## src/oms_pkg.sv

```systemverilog
package oms_pkg;

   // Register byte offsets
   localparam logic [7:0] OFS_OPERATION_MODE_CHOICE = 8'h00;
   localparam logic [7:0] OFS_STARTUP_MODE_CHOICE = 8'h04;
   localparam logic [7:0] OFS_INPUT_FUNCTION_ASSIGN = 8'h08;
   localparam logic [7:0] OFS_MODE_STATUS = 8'h0C;
   localparam logic [7:0] OFS_MODE_CONTROL = 8'h10;

   // Reset values
   localparam logic [7:0] RST_OPERATION_MODE_CHOICE = 8'h00;
   localparam logic [7:0] RST_STARTUP_MODE_CHOICE = 8'h00;
   localparam logic [3:0] RST_INPUT_FUNCTION_ASSIGN = 4'h0;

   // Operation mode choice values
   localparam logic [7:0] SEL_SWITCH = 8'h00;
   localparam logic [7:0] SEL_PANEL = 8'h01;
   localparam logic [7:0] SEL_TERMINAL = 8'h02;
   localparam logic [7:0] SEL_COMBINED_A = 8'h03;
   localparam logic [7:0] SEL_COMBINED_B = 8'h04;
   localparam logic [7:0] SEL_RUN_SWITCH = 8'h06;
   localparam logic [7:0] SEL_INTERLOCK = 8'h07;

   // Startup mode choice values
   localparam logic [7:0] STM_FOLLOW = 8'h00;
   localparam logic [7:0] STM_NETWORK = 8'h01;
   localparam logic [7:0] STM_NET_PANEL = 8'h0A;

   // Input function assign field positions
   localparam int ASG_NET_PANEL = 0;
   localparam int ASG_NET_TERMINAL = 1;
   localparam int ASG_PANEL_TERMINAL = 2;
   localparam int ASG_INTERLOCK = 3;

   // Status field positions
   localparam int STS_MODE_LSB = 0;
   localparam int STS_STARTUP_PEND = 2;
   localparam int STS_SWITCH_OK = 3;
   localparam int STS_OUTPUT_STOP = 4;

   // Control field position
   localparam int CTL_RESTART = 0;

   // Operating modes
   typedef enum logic [1:0] {
      OMS_MODE_TERMINAL = 2'b00,
      OMS_MODE_PANEL = 2'b01,
      OMS_MODE_NETWORK = 2'b10,
      OMS_MODE_COMBINED = 2'b11
   } oms_mode_e;

   // Terminal switch inputs, carried together
   typedef struct packed {
      logic output_stop_input;
      logic panel_interlock_input;
      logic panel_terminal_switch_input;
      logic net_terminal_switch_input;
      logic net_panel_switch_input;
   } oms_switch_s;

endpackage

```

## src/oms_operation_mode_selector.sv

```systemverilog
// Local design decisions: register access over APB and the address map.
`timescale 1ns/1ps
module oms_operation_mode_selector (
   // Clock and reset
   input wire logic clk_sys,
   input wire logic arst_n,
   // APB slave
   input wire logic psel,
   input wire logic penable,
   input wire logic pwrite,
   input wire logic [7:0] paddr,
   input wire logic [31:0] pwdata,
   output logic [31:0] prdata,
   output logic pready,
   output logic pslverr,
   // Terminal pins
   input wire oms_pkg::oms_switch_s switch_pins,
   // Drive state, same clock
   input wire logic motor_running,
   input wire logic start_command,
   // Mode outputs
   output oms_pkg::oms_mode_e operation_mode,
   output logic output_stop,
   output logic network_host_enable
);

   logic [7:0] sel_r;
   logic [7:0] stm_r;
   logic [3:0] asg_r;
   logic pready_r;
   logic pslverr_r;
   logic [31:0] prdata_r;
   logic [4:0] sync1_r;
   logic [4:0] sync2_r;
   logic [4:0] sync3_r;
   oms_pkg::oms_switch_s flt_r;
   oms_pkg::oms_mode_e mode_r;
   oms_pkg::oms_mode_e mode_nxt;
   logic startup_pend_r;
   logic output_stop_r;
   logic net_host_r;
   logic interlock_on;
   logic switch_ok;
   logic access_first;
   logic wr_commit;
   logic addr_hit;
   logic wr_bad;
   logic [31:0] rd_mux;

   // Select values inside the accepted set
   function automatic logic sel_legal(input logic [7:0] v);
      return (v <= oms_pkg::SEL_COMBINED_B) || (v == oms_pkg::SEL_RUN_SWITCH) ||
             (v == oms_pkg::SEL_INTERLOCK);
   endfunction

   // Panel/terminal decision, or hold when unassigned
   function automatic oms_pkg::oms_mode_e panel_term(input logic asg, input logic on,
                                                     input oms_pkg::oms_mode_e cur);
      if (!asg) begin
         return cur;
      end
      return on ? oms_pkg::OMS_MODE_TERMINAL : oms_pkg::OMS_MODE_PANEL;
   endfunction

   // Mode taken at reset or restart
   function automatic oms_pkg::oms_mode_e startup_fn(input logic [7:0] sel,
                                                     input logic [7:0] stm, input logic il);
      if (sel == oms_pkg::SEL_PANEL) begin
         return oms_pkg::OMS_MODE_PANEL;
      end
      if (sel == oms_pkg::SEL_COMBINED_A || sel == oms_pkg::SEL_COMBINED_B) begin
         return oms_pkg::OMS_MODE_COMBINED;
      end
      if (stm == oms_pkg::STM_FOLLOW) begin
         return oms_pkg::OMS_MODE_TERMINAL;
      end
      if (sel == oms_pkg::SEL_INTERLOCK) begin
         // Network start only while interlock is on, and never under startup 10
         return (il && stm == oms_pkg::STM_NETWORK) ? oms_pkg::OMS_MODE_NETWORK
                                                     : oms_pkg::OMS_MODE_TERMINAL;
      end
      return oms_pkg::OMS_MODE_NETWORK;
   endfunction

   // Three-stage pin synchroniser with agreement filter
   always_ff @(posedge clk_sys or negedge arst_n) begin
      if (!arst_n) begin
         sync1_r <= 5'h00;
         sync2_r <= 5'h00;
         sync3_r <= 5'h00;
         flt_r <= '0;
      end else begin
         sync1_r <= switch_pins;
         sync2_r <= sync1_r;
         sync3_r <= sync2_r;
         if (sync2_r == sync3_r) begin
            flt_r <= sync3_r;
         end
      end
   end

   // Interlock falls back to the stop pin when unassigned
   assign interlock_on = asg_r[oms_pkg::ASG_INTERLOCK] ? flt_r.panel_interlock_input
                                                        : flt_r.output_stop_input;
   // Switching allowed when stopped or start is off
   assign switch_ok = !motor_running || !start_command;

   // Target mode by fixed priority
   always_comb begin
      mode_nxt = mode_r;
      if (sel_r == oms_pkg::SEL_PANEL) begin
         mode_nxt = oms_pkg::OMS_MODE_PANEL;
      end else if (sel_r == oms_pkg::SEL_COMBINED_A || sel_r == oms_pkg::SEL_COMBINED_B) begin
         mode_nxt = oms_pkg::OMS_MODE_COMBINED;
      end else if (sel_r == oms_pkg::SEL_INTERLOCK) begin
         if (!interlock_on) begin
            mode_nxt = oms_pkg::OMS_MODE_TERMINAL;
         end else if (stm_r != oms_pkg::STM_NET_PANEL && asg_r[oms_pkg::ASG_NET_TERMINAL]
                      && flt_r.net_terminal_switch_input) begin
            mode_nxt = oms_pkg::OMS_MODE_NETWORK;
         end else begin
            mode_nxt = panel_term(asg_r[oms_pkg::ASG_PANEL_TERMINAL],
                                  flt_r.panel_terminal_switch_input, mode_r);
         end
      end else if (stm_r == oms_pkg::STM_NET_PANEL) begin
         if (sel_r == oms_pkg::SEL_TERMINAL) begin
            mode_nxt = oms_pkg::OMS_MODE_NETWORK;
         end else if (asg_r[oms_pkg::ASG_NET_TERMINAL] && flt_r.net_terminal_switch_input) begin
            mode_nxt = oms_pkg::OMS_MODE_NETWORK;
         end else if (asg_r[oms_pkg::ASG_NET_PANEL]) begin
            mode_nxt = flt_r.net_panel_switch_input ? oms_pkg::OMS_MODE_PANEL
                                                    : oms_pkg::OMS_MODE_NETWORK;
         end else if (mode_r == oms_pkg::OMS_MODE_TERMINAL) begin
            mode_nxt = oms_pkg::OMS_MODE_NETWORK;
         end
      end else if (asg_r[oms_pkg::ASG_NET_TERMINAL] && flt_r.net_terminal_switch_input) begin
         mode_nxt = oms_pkg::OMS_MODE_NETWORK;
      end else if (sel_r == oms_pkg::SEL_TERMINAL) begin
         // Panel is never offered here
         if (asg_r[oms_pkg::ASG_NET_TERMINAL] || mode_r == oms_pkg::OMS_MODE_PANEL) begin
            mode_nxt = oms_pkg::OMS_MODE_TERMINAL;
         end
      end else if (asg_r[oms_pkg::ASG_NET_PANEL]) begin
         mode_nxt = flt_r.net_panel_switch_input ? oms_pkg::OMS_MODE_PANEL
                                                 : oms_pkg::OMS_MODE_NETWORK;
      end else if (asg_r[oms_pkg::ASG_PANEL_TERMINAL]) begin
         mode_nxt = panel_term(1'b1, flt_r.panel_terminal_switch_input, mode_r);
      end else if (asg_r[oms_pkg::ASG_NET_TERMINAL]) begin
         mode_nxt = oms_pkg::OMS_MODE_TERMINAL;
      end
   end

   // Mode register; restart, select 6 and an interlock drop override a running motor
   always_ff @(posedge clk_sys or negedge arst_n) begin
      if (!arst_n) begin
         mode_r <= oms_pkg::OMS_MODE_TERMINAL;
      end else if (startup_pend_r) begin
         mode_r <= startup_fn(sel_r, stm_r, interlock_on);
      end else if (switch_ok || sel_r == oms_pkg::SEL_RUN_SWITCH) begin
         mode_r <= mode_nxt;
      end else if (sel_r == oms_pkg::SEL_INTERLOCK && !interlock_on) begin
         mode_r <= oms_pkg::OMS_MODE_TERMINAL;
      end
   end

   // Startup evaluation after reset release or restart write
   always_ff @(posedge clk_sys or negedge arst_n) begin
      if (!arst_n) begin
         startup_pend_r <= 1'b1;
      end else if (wr_commit && paddr == oms_pkg::OFS_MODE_CONTROL) begin
         startup_pend_r <= pwdata[oms_pkg::CTL_RESTART];
      end else begin
         startup_pend_r <= 1'b0;
      end
   end

   // Output stop and network host permission
   always_ff @(posedge clk_sys or negedge arst_n) begin
      if (!arst_n) begin
         output_stop_r <= 1'b0;
         net_host_r <= 1'b0;
      end else begin
         // Stop pin keeps its own meaning unless it serves as interlock
         output_stop_r <= (sel_r == oms_pkg::SEL_INTERLOCK && interlock_on &&
                           mode_r == oms_pkg::OMS_MODE_TERMINAL) ||
                          (flt_r.output_stop_input && !(sel_r == oms_pkg::SEL_INTERLOCK &&
                           !asg_r[oms_pkg::ASG_INTERLOCK]));
         net_host_r <= (mode_r == oms_pkg::OMS_MODE_NETWORK);
      end
   end

   // APB decode; one wait state so outputs stay registered
   assign access_first = psel && penable && !pready_r;
   assign wr_commit = psel && penable && pready_r && pwrite && !pslverr_r;
   assign addr_hit = (paddr == oms_pkg::OFS_OPERATION_MODE_CHOICE) ||
                     (paddr == oms_pkg::OFS_STARTUP_MODE_CHOICE) ||
                     (paddr == oms_pkg::OFS_INPUT_FUNCTION_ASSIGN) ||
                     (paddr == oms_pkg::OFS_MODE_STATUS) ||
                     (paddr == oms_pkg::OFS_MODE_CONTROL);

   // Write refusals: running, illegal value, read-only status
   always_comb begin
      wr_bad = 1'b0;
      if (pwrite) begin
         if (motor_running && paddr != oms_pkg::OFS_MODE_CONTROL) begin
            wr_bad = 1'b1;
         end else if (paddr == oms_pkg::OFS_OPERATION_MODE_CHOICE) begin
            wr_bad = !sel_legal(pwdata[7:0]) || (pwdata[31:8] != 24'h000000);
         end else if (paddr == oms_pkg::OFS_STARTUP_MODE_CHOICE) begin
            wr_bad = !(pwdata[31:0] == {24'h000000, oms_pkg::STM_FOLLOW} ||
                       pwdata[31:0] == {24'h000000, oms_pkg::STM_NETWORK} ||
                       pwdata[31:0] == {24'h000000, oms_pkg::STM_NET_PANEL});
         end else if (paddr == oms_pkg::OFS_MODE_STATUS) begin
            wr_bad = 1'b1;
         end
      end
   end

   // Read mux
   always_comb begin
      rd_mux = 32'h00000000;
      unique case (paddr)
         oms_pkg::OFS_OPERATION_MODE_CHOICE: rd_mux[7:0] = sel_r;
         oms_pkg::OFS_STARTUP_MODE_CHOICE: rd_mux[7:0] = stm_r;
         oms_pkg::OFS_INPUT_FUNCTION_ASSIGN: rd_mux[3:0] = asg_r;
         oms_pkg::OFS_MODE_STATUS: begin
            rd_mux[oms_pkg::STS_MODE_LSB +: 2] = mode_r;
            rd_mux[oms_pkg::STS_STARTUP_PEND] = startup_pend_r;
            rd_mux[oms_pkg::STS_SWITCH_OK] = switch_ok;
            rd_mux[oms_pkg::STS_OUTPUT_STOP] = output_stop_r;
         end
         default: rd_mux = 32'h00000000;
      endcase
   end

   // APB response registers
   always_ff @(posedge clk_sys or negedge arst_n) begin
      if (!arst_n) begin
         pready_r <= 1'b0;
         pslverr_r <= 1'b0;
         prdata_r <= 32'h00000000;
      end else if (access_first) begin
         pready_r <= 1'b1;
         pslverr_r <= !addr_hit || wr_bad;
         prdata_r <= pwrite ? 32'h00000000 : rd_mux;
      end else begin
         pready_r <= 1'b0;
         pslverr_r <= 1'b0;
      end
   end

   // Setting registers, written at the completing edge
   always_ff @(posedge clk_sys or negedge arst_n) begin
      if (!arst_n) begin
         sel_r <= oms_pkg::RST_OPERATION_MODE_CHOICE;
         stm_r <= oms_pkg::RST_STARTUP_MODE_CHOICE;
         asg_r <= oms_pkg::RST_INPUT_FUNCTION_ASSIGN;
      end else if (wr_commit) begin
         if (paddr == oms_pkg::OFS_OPERATION_MODE_CHOICE) begin
            sel_r <= pwdata[7:0];
         end
         if (paddr == oms_pkg::OFS_STARTUP_MODE_CHOICE) begin
            stm_r <= pwdata[7:0];
         end
         if (paddr == oms_pkg::OFS_INPUT_FUNCTION_ASSIGN) begin
            asg_r <= pwdata[3:0];
         end
      end
   end

   // Outputs straight from registers
   assign prdata = prdata_r;
   assign pready = pready_r;
   assign pslverr = pslverr_r;
   assign operation_mode = mode_r;
   assign output_stop = output_stop_r;
   assign network_host_enable = net_host_r;

   // Checks
   a_fixed_panel: assert property (@(posedge clk_sys) disable iff (!arst_n)
      sel_r == oms_pkg::SEL_PANEL && (switch_ok || startup_pend_r)
      |=> mode_r == oms_pkg::OMS_MODE_PANEL)
      else $error("select 1 did not give panel mode");
   a_fixed_combined: assert property (@(posedge clk_sys) disable iff (!arst_n)
      (sel_r == oms_pkg::SEL_COMBINED_A || sel_r == oms_pkg::SEL_COMBINED_B) &&
      (switch_ok || startup_pend_r) |=> mode_r == oms_pkg::OMS_MODE_COMBINED)
      else $error("select 3 or 4 did not give combined mode");
   a_interlock_force: assert property (@(posedge clk_sys) disable iff (!arst_n)
      sel_r == oms_pkg::SEL_INTERLOCK && !interlock_on
      |=> mode_r == oms_pkg::OMS_MODE_TERMINAL)
      else $error("interlock off did not force terminal mode");
   a_no_terminal_s10: assert property (@(posedge clk_sys) disable iff (!arst_n)
      stm_r == oms_pkg::STM_NET_PANEL && !startup_pend_r && switch_ok &&
      (sel_r == oms_pkg::SEL_SWITCH || sel_r == oms_pkg::SEL_RUN_SWITCH)
      |=> mode_r != oms_pkg::OMS_MODE_TERMINAL)
      else $error("terminal mode entered under startup 10");
   a_no_panel_sel2: assert property (@(posedge clk_sys) disable iff (!arst_n)
      stm_r != oms_pkg::STM_NET_PANEL && sel_r == oms_pkg::SEL_TERMINAL && !startup_pend_r &&
      switch_ok |=> mode_r != oms_pkg::OMS_MODE_PANEL)
      else $error("panel mode entered with select 2");
   a_defer_running: assert property (@(posedge clk_sys) disable iff (!arst_n)
      !switch_ok && !startup_pend_r && sel_r != oms_pkg::SEL_RUN_SWITCH &&
      !(sel_r == oms_pkg::SEL_INTERLOCK && !interlock_on) |=> $stable(mode_r))
      else $error("mode changed while running");
   a_net_terminal_on: assert property (@(posedge clk_sys) disable iff (!arst_n)
      switch_ok && !startup_pend_r && stm_r != oms_pkg::STM_NET_PANEL &&
      (sel_r == oms_pkg::SEL_SWITCH || sel_r == oms_pkg::SEL_TERMINAL) &&
      asg_r[oms_pkg::ASG_NET_TERMINAL] && flt_r.net_terminal_switch_input
      |=> mode_r == oms_pkg::OMS_MODE_NETWORK)
      else $error("net/terminal input on did not give network");
   a_net_panel_on: assert property (@(posedge clk_sys) disable iff (!arst_n)
      switch_ok && !startup_pend_r && stm_r == oms_pkg::STM_NET_PANEL &&
      sel_r == oms_pkg::SEL_SWITCH && asg_r[oms_pkg::ASG_NET_PANEL] &&
      flt_r.net_panel_switch_input &&
      !(asg_r[oms_pkg::ASG_NET_TERMINAL] && flt_r.net_terminal_switch_input)
      |=> mode_r == oms_pkg::OMS_MODE_PANEL)
      else $error("net/panel input on did not give panel");
   a_bad_select: assert property (@(posedge clk_sys) disable iff (!arst_n)
      access_first && pwrite && paddr == oms_pkg::OFS_OPERATION_MODE_CHOICE &&
      !sel_legal(pwdata[7:0]) |=> pslverr_r ##1 $stable(sel_r))
      else $error("illegal select accepted");
   a_apb_wait: assert property (@(posedge clk_sys) disable iff (!arst_n)
      access_first |=> pready_r ##1 !pready_r)
      else $error("apb answer not one wait state");

   c_run_switch: cover property (@(posedge clk_sys) disable iff (!arst_n)
      motor_running && start_command && sel_r == oms_pkg::SEL_RUN_SWITCH &&
      mode_r != mode_nxt);
   c_network_start: cover property (@(posedge clk_sys) disable iff (!arst_n)
      startup_pend_r ##1 mode_r == oms_pkg::OMS_MODE_NETWORK);
   c_interlock_stop: cover property (@(posedge clk_sys) disable iff (!arst_n)
      output_stop_r && sel_r == oms_pkg::SEL_INTERLOCK);

endmodule // oms_operation_mode_selector

```

## config.mk

```make
export PLATFORM = sky130hd
export DESIGN_NAME = oms_operation_mode_selector
export DESIGN_NICKNAME = d
export VERILOG_FILES = /design/src/oms_pkg.sv /design/src/oms_operation_mode_selector.sv
export SDC_FILE = /design/constraint.sdc
export NUM_CORES = 1
export LEC_CHECK = 0
export ABC_AREA = 1
export BUFFER_PORTS_ARGS = -buffer_cell sky130_fd_sc_hd__buf_2
export CORE_MARGIN = 1
export CORE_UTILIZATION = 30
export CTS_BUF_LIST = sky130_fd_sc_hd__clkbuf_16
export CTS_CLUSTER_SIZE = 16
export DETAILED_ROUTE_END_ITERATION = 7
export SLEW_MARGIN = 20
export SYNTH_ARGS = -nofsm -noshare
export SYNTH_HDL_FRONTEND = slang
export SYNTH_SLANG_ARGS = --single-unit
```

## constraint.sdc

```tcl
create_clock -name clk_sys -period 1.7 [get_ports clk_sys]
set_input_delay 0.51 -clock clk_sys [delete_from_list [all_inputs] [get_ports clk_sys]]
set_output_delay 0.51 -clock clk_sys [all_outputs]
set_load 0.01 [all_outputs]
```

==> results.md <==
- Final Core Density: 39.0%
- Clk Tree Root Cell: clkbuf_16
- CORE AREA: 0.00977 mm2
- Mapped Cells: 394
- Distinct cells, synth: 36
- CP Launch Point: sel_r[4]
- Routed Antenna Nets: 0
- Yosys warnings: 0
- Gr usage total: 14.7%
- Status: completed
- Antenna diodes: 0
- Wire length per cell: 11.5 um
- Final wirelength: 7.05 mm
- Count leader, synth: nand2_1
- DRC: 0
- RePlAce Congestion: 0.835
- FF+latch count, synth: 55
- Synth Cell Area: 0.00302 mm2
- Initial DRC count: 162
- Setup crit end: operation_mode[1]
- Global-route wire length before repair: 11.9 mm
- Die Span Y: 102 um
- Critical path data required time: 1.94 ns
- Gr ovfl total: 0
- Layout cell share with drive strength beyond 1: 29.8%
- Worst Setup End Kind: register
- Die area: 0.0105 mm2
- Largest cells by area after synthesis: dfrtp_1, nand2_1, buf_4, nor2_1, inv_1
- Max FO, Critical Path: 4
- Critical Path AT: 1.86 ns
- Hold Path Class: primary input to asynchronous set/reset pin
- Yosys top cell by area: dfrtp_1
- Ys flop type: dfrtp_1
- Sink Count: 55
- Initial Util: 30.9%
- Power Total: 2960 uW
- Leak Pwr: 0.00196 uW
- P&R area growth vs syn: 26.4%
- Row count: 36
- Critical path class: register to register
- Vias/cell: 4.34
- Reg2reg start: sel_r[4]
- Unrepaired setup endpoints after global routing: true
- Syn_area_per_cell: 7.66 um2
- Post-synth EDFFs: 0
- PD cells: 775 mW/mm2
- Max frequency: 615 MHz
- First-pass iteration count of the detailed router: 4
- Maximum VDD drop: 379 uV
- Crit start category: register
- Clock skew: 0.00526 ns
- Worst R2R End: operation_mode[1]
- Final count of hold timing violations: 0
- Critical-path top delay cell: dfrtp_2
- Sequential share of the synthesized area: 45.6%
- IO Count: 90
- Fin. max-slew vios: 0
- Clk slew on worst S/H paths: 0.07 ns
- Clock Latency Late Sink: 0.29 ns
- Final nets: 531
- R2R cell count: 9
- Worst reg2reg setup slack: 0.07 ns
- Clock Tree Buf Depth: 2
- CTS Hold Buffers Added: 0
- Detailed placement HPWL: 5.57 mm
- CTS buffer count: 5
- Post-route clock period utilization: 95.7%
- Async set or reset register ratio after synthesis: 100%
- Crit path time final: 1.63 ns
- H-tree levels: 2
- Max cap viols: 0
- Vias: 2660
- Largest net degree at the start of global routing: 43
- Slowest Stage Delay on Critical Path: 0.45 ns
- CTS tree: built
- Synth top area share: 44.8%
- Port bufs: 65
- Final Setup Violations: 0
- Initial antenna violation count: 0
- Post-synth top cells: nand2_1, dfrtp_1, nor2_1
- Die X: 102 um
- Vias in the first global route: 2530
- Crit-path cells: nor2_4, nand2_4, nor3_4, a21oi_1, nand3_1, nand2_2, nor3_4, nand3_1, nand2_1
[through the flow]
stage	worst slack (ns)	setup TNS (ns)	hold WS, ns	area [um2]	instances
floorplan	0.165	0	0.214	3100	417
global placement	-0.00210	-0.00288	0.332	3510	600
detailed placement	-0.0634	-0.222	0.335	3510	600
CTS	0.00406	0	0.123	3680	608
global route	-0.0395	-0.0749	0.139	3810	613
finish	0.0728	0	0.106	3810	613
[area by class of cell]
class                   instances  area, um2
fillers                      1004       5960
inverters                      50        188
well taps                     133        166
multi-input cells             285       1440
repair buffers                 82        465
clock buffers                   5        125
clock inverters                 3       47.5
flip-flops and latches         55       1390
[layout by cell type (no fill, tap or decap), drive strengths merged, types with 3 or more instances in the layout]
| cell type | instances |
|---|---|
| nor2 | 52 |
| nor4 | 3 |
| o31ai | 3 |
| nor3 | 10 |
| nand4 | 7 |
| conb | 24 |
| buf | 82 |
| clkbuf | 5 |
| a21oi | 9 |
| o21ai | 27 |
| nand3 | 16 |
| dfrtp | 54 |
| inv | 51 |
| xnor2 | 3 |
| a22o | 5 |
| o22ai | 4 |
| nand2 | 114 |
[where the power goes]
| part | leakage, uW | internal, uW | switching (uW) | total, uW |
|---|---|---|---|---|
| Clock | 0.0000844 | 704 | 486 | 1190 |
| Combinational | 0.00117 | 132 | 194 | 326 |
| Sequential | 0.000706 | 1390 | 51.0 | 1440 |
[registers in the layout, indices dropped and copies added (netlist names)]
register             count
prdata                   8
sel_r                    8
stm_r                    8
flt_r                    5
sync1_r                  5
sync2_r                  5
sync3_r                  5
asg_r                    4
operation_mode           2
network_host_enable      1
output_stop              1
pready                   1
pslverr                  1
startup_pend_r           1
[timing repair]
action | 4_1_cts | 5_1_grt
gates resized for setup | 0 | 35
setup buffers | 0 | 5
endpoints found under the setup margin | 0 | 2
hold endpoints to repair | 0 | 0
[worst max-delay path, delay by kind of cell, from the launching register on]
family	cells	cell delay, ns
and+or+nand+nor	8	1.05
DFF	1	0.45
AOI/OAI and AO/OA	1	0.07
[kinds of logic after synthesis]
kind of cell	Yosys count	share of synthesized area, %
xor+xnor	4	1.16
flops	55	45.6
simple gates	204	29.9
compound gates	52	10.2
mux	1	0.373
other cells	1	0.124
buf+inv	77	12.6
[per-layer routing]
layer  GRT usage (%)  vias up  wire, um
li1                -     1380         -
met1            19.5     1199      3370
met2            24.3       72      3230
met3            2.87        9       364
met4            3.96        0        83
met5               0        -         0
[worst min-delay path by stage]
stage                        endpoint  slack [ns]  cells after the start
floorplan                    asg_r[0]        0.21                      0
global placement           sync2_r[1]        0.33                      0
detailed placement         sync2_r[0]        0.33                      0
CTS                 operation_mode[1]        0.12                      1
global route        operation_mode[1]        0.14                      1
finish              operation_mode[1]        0.11                      1
No activity file was read; power rests on OpenSTA's default activity.
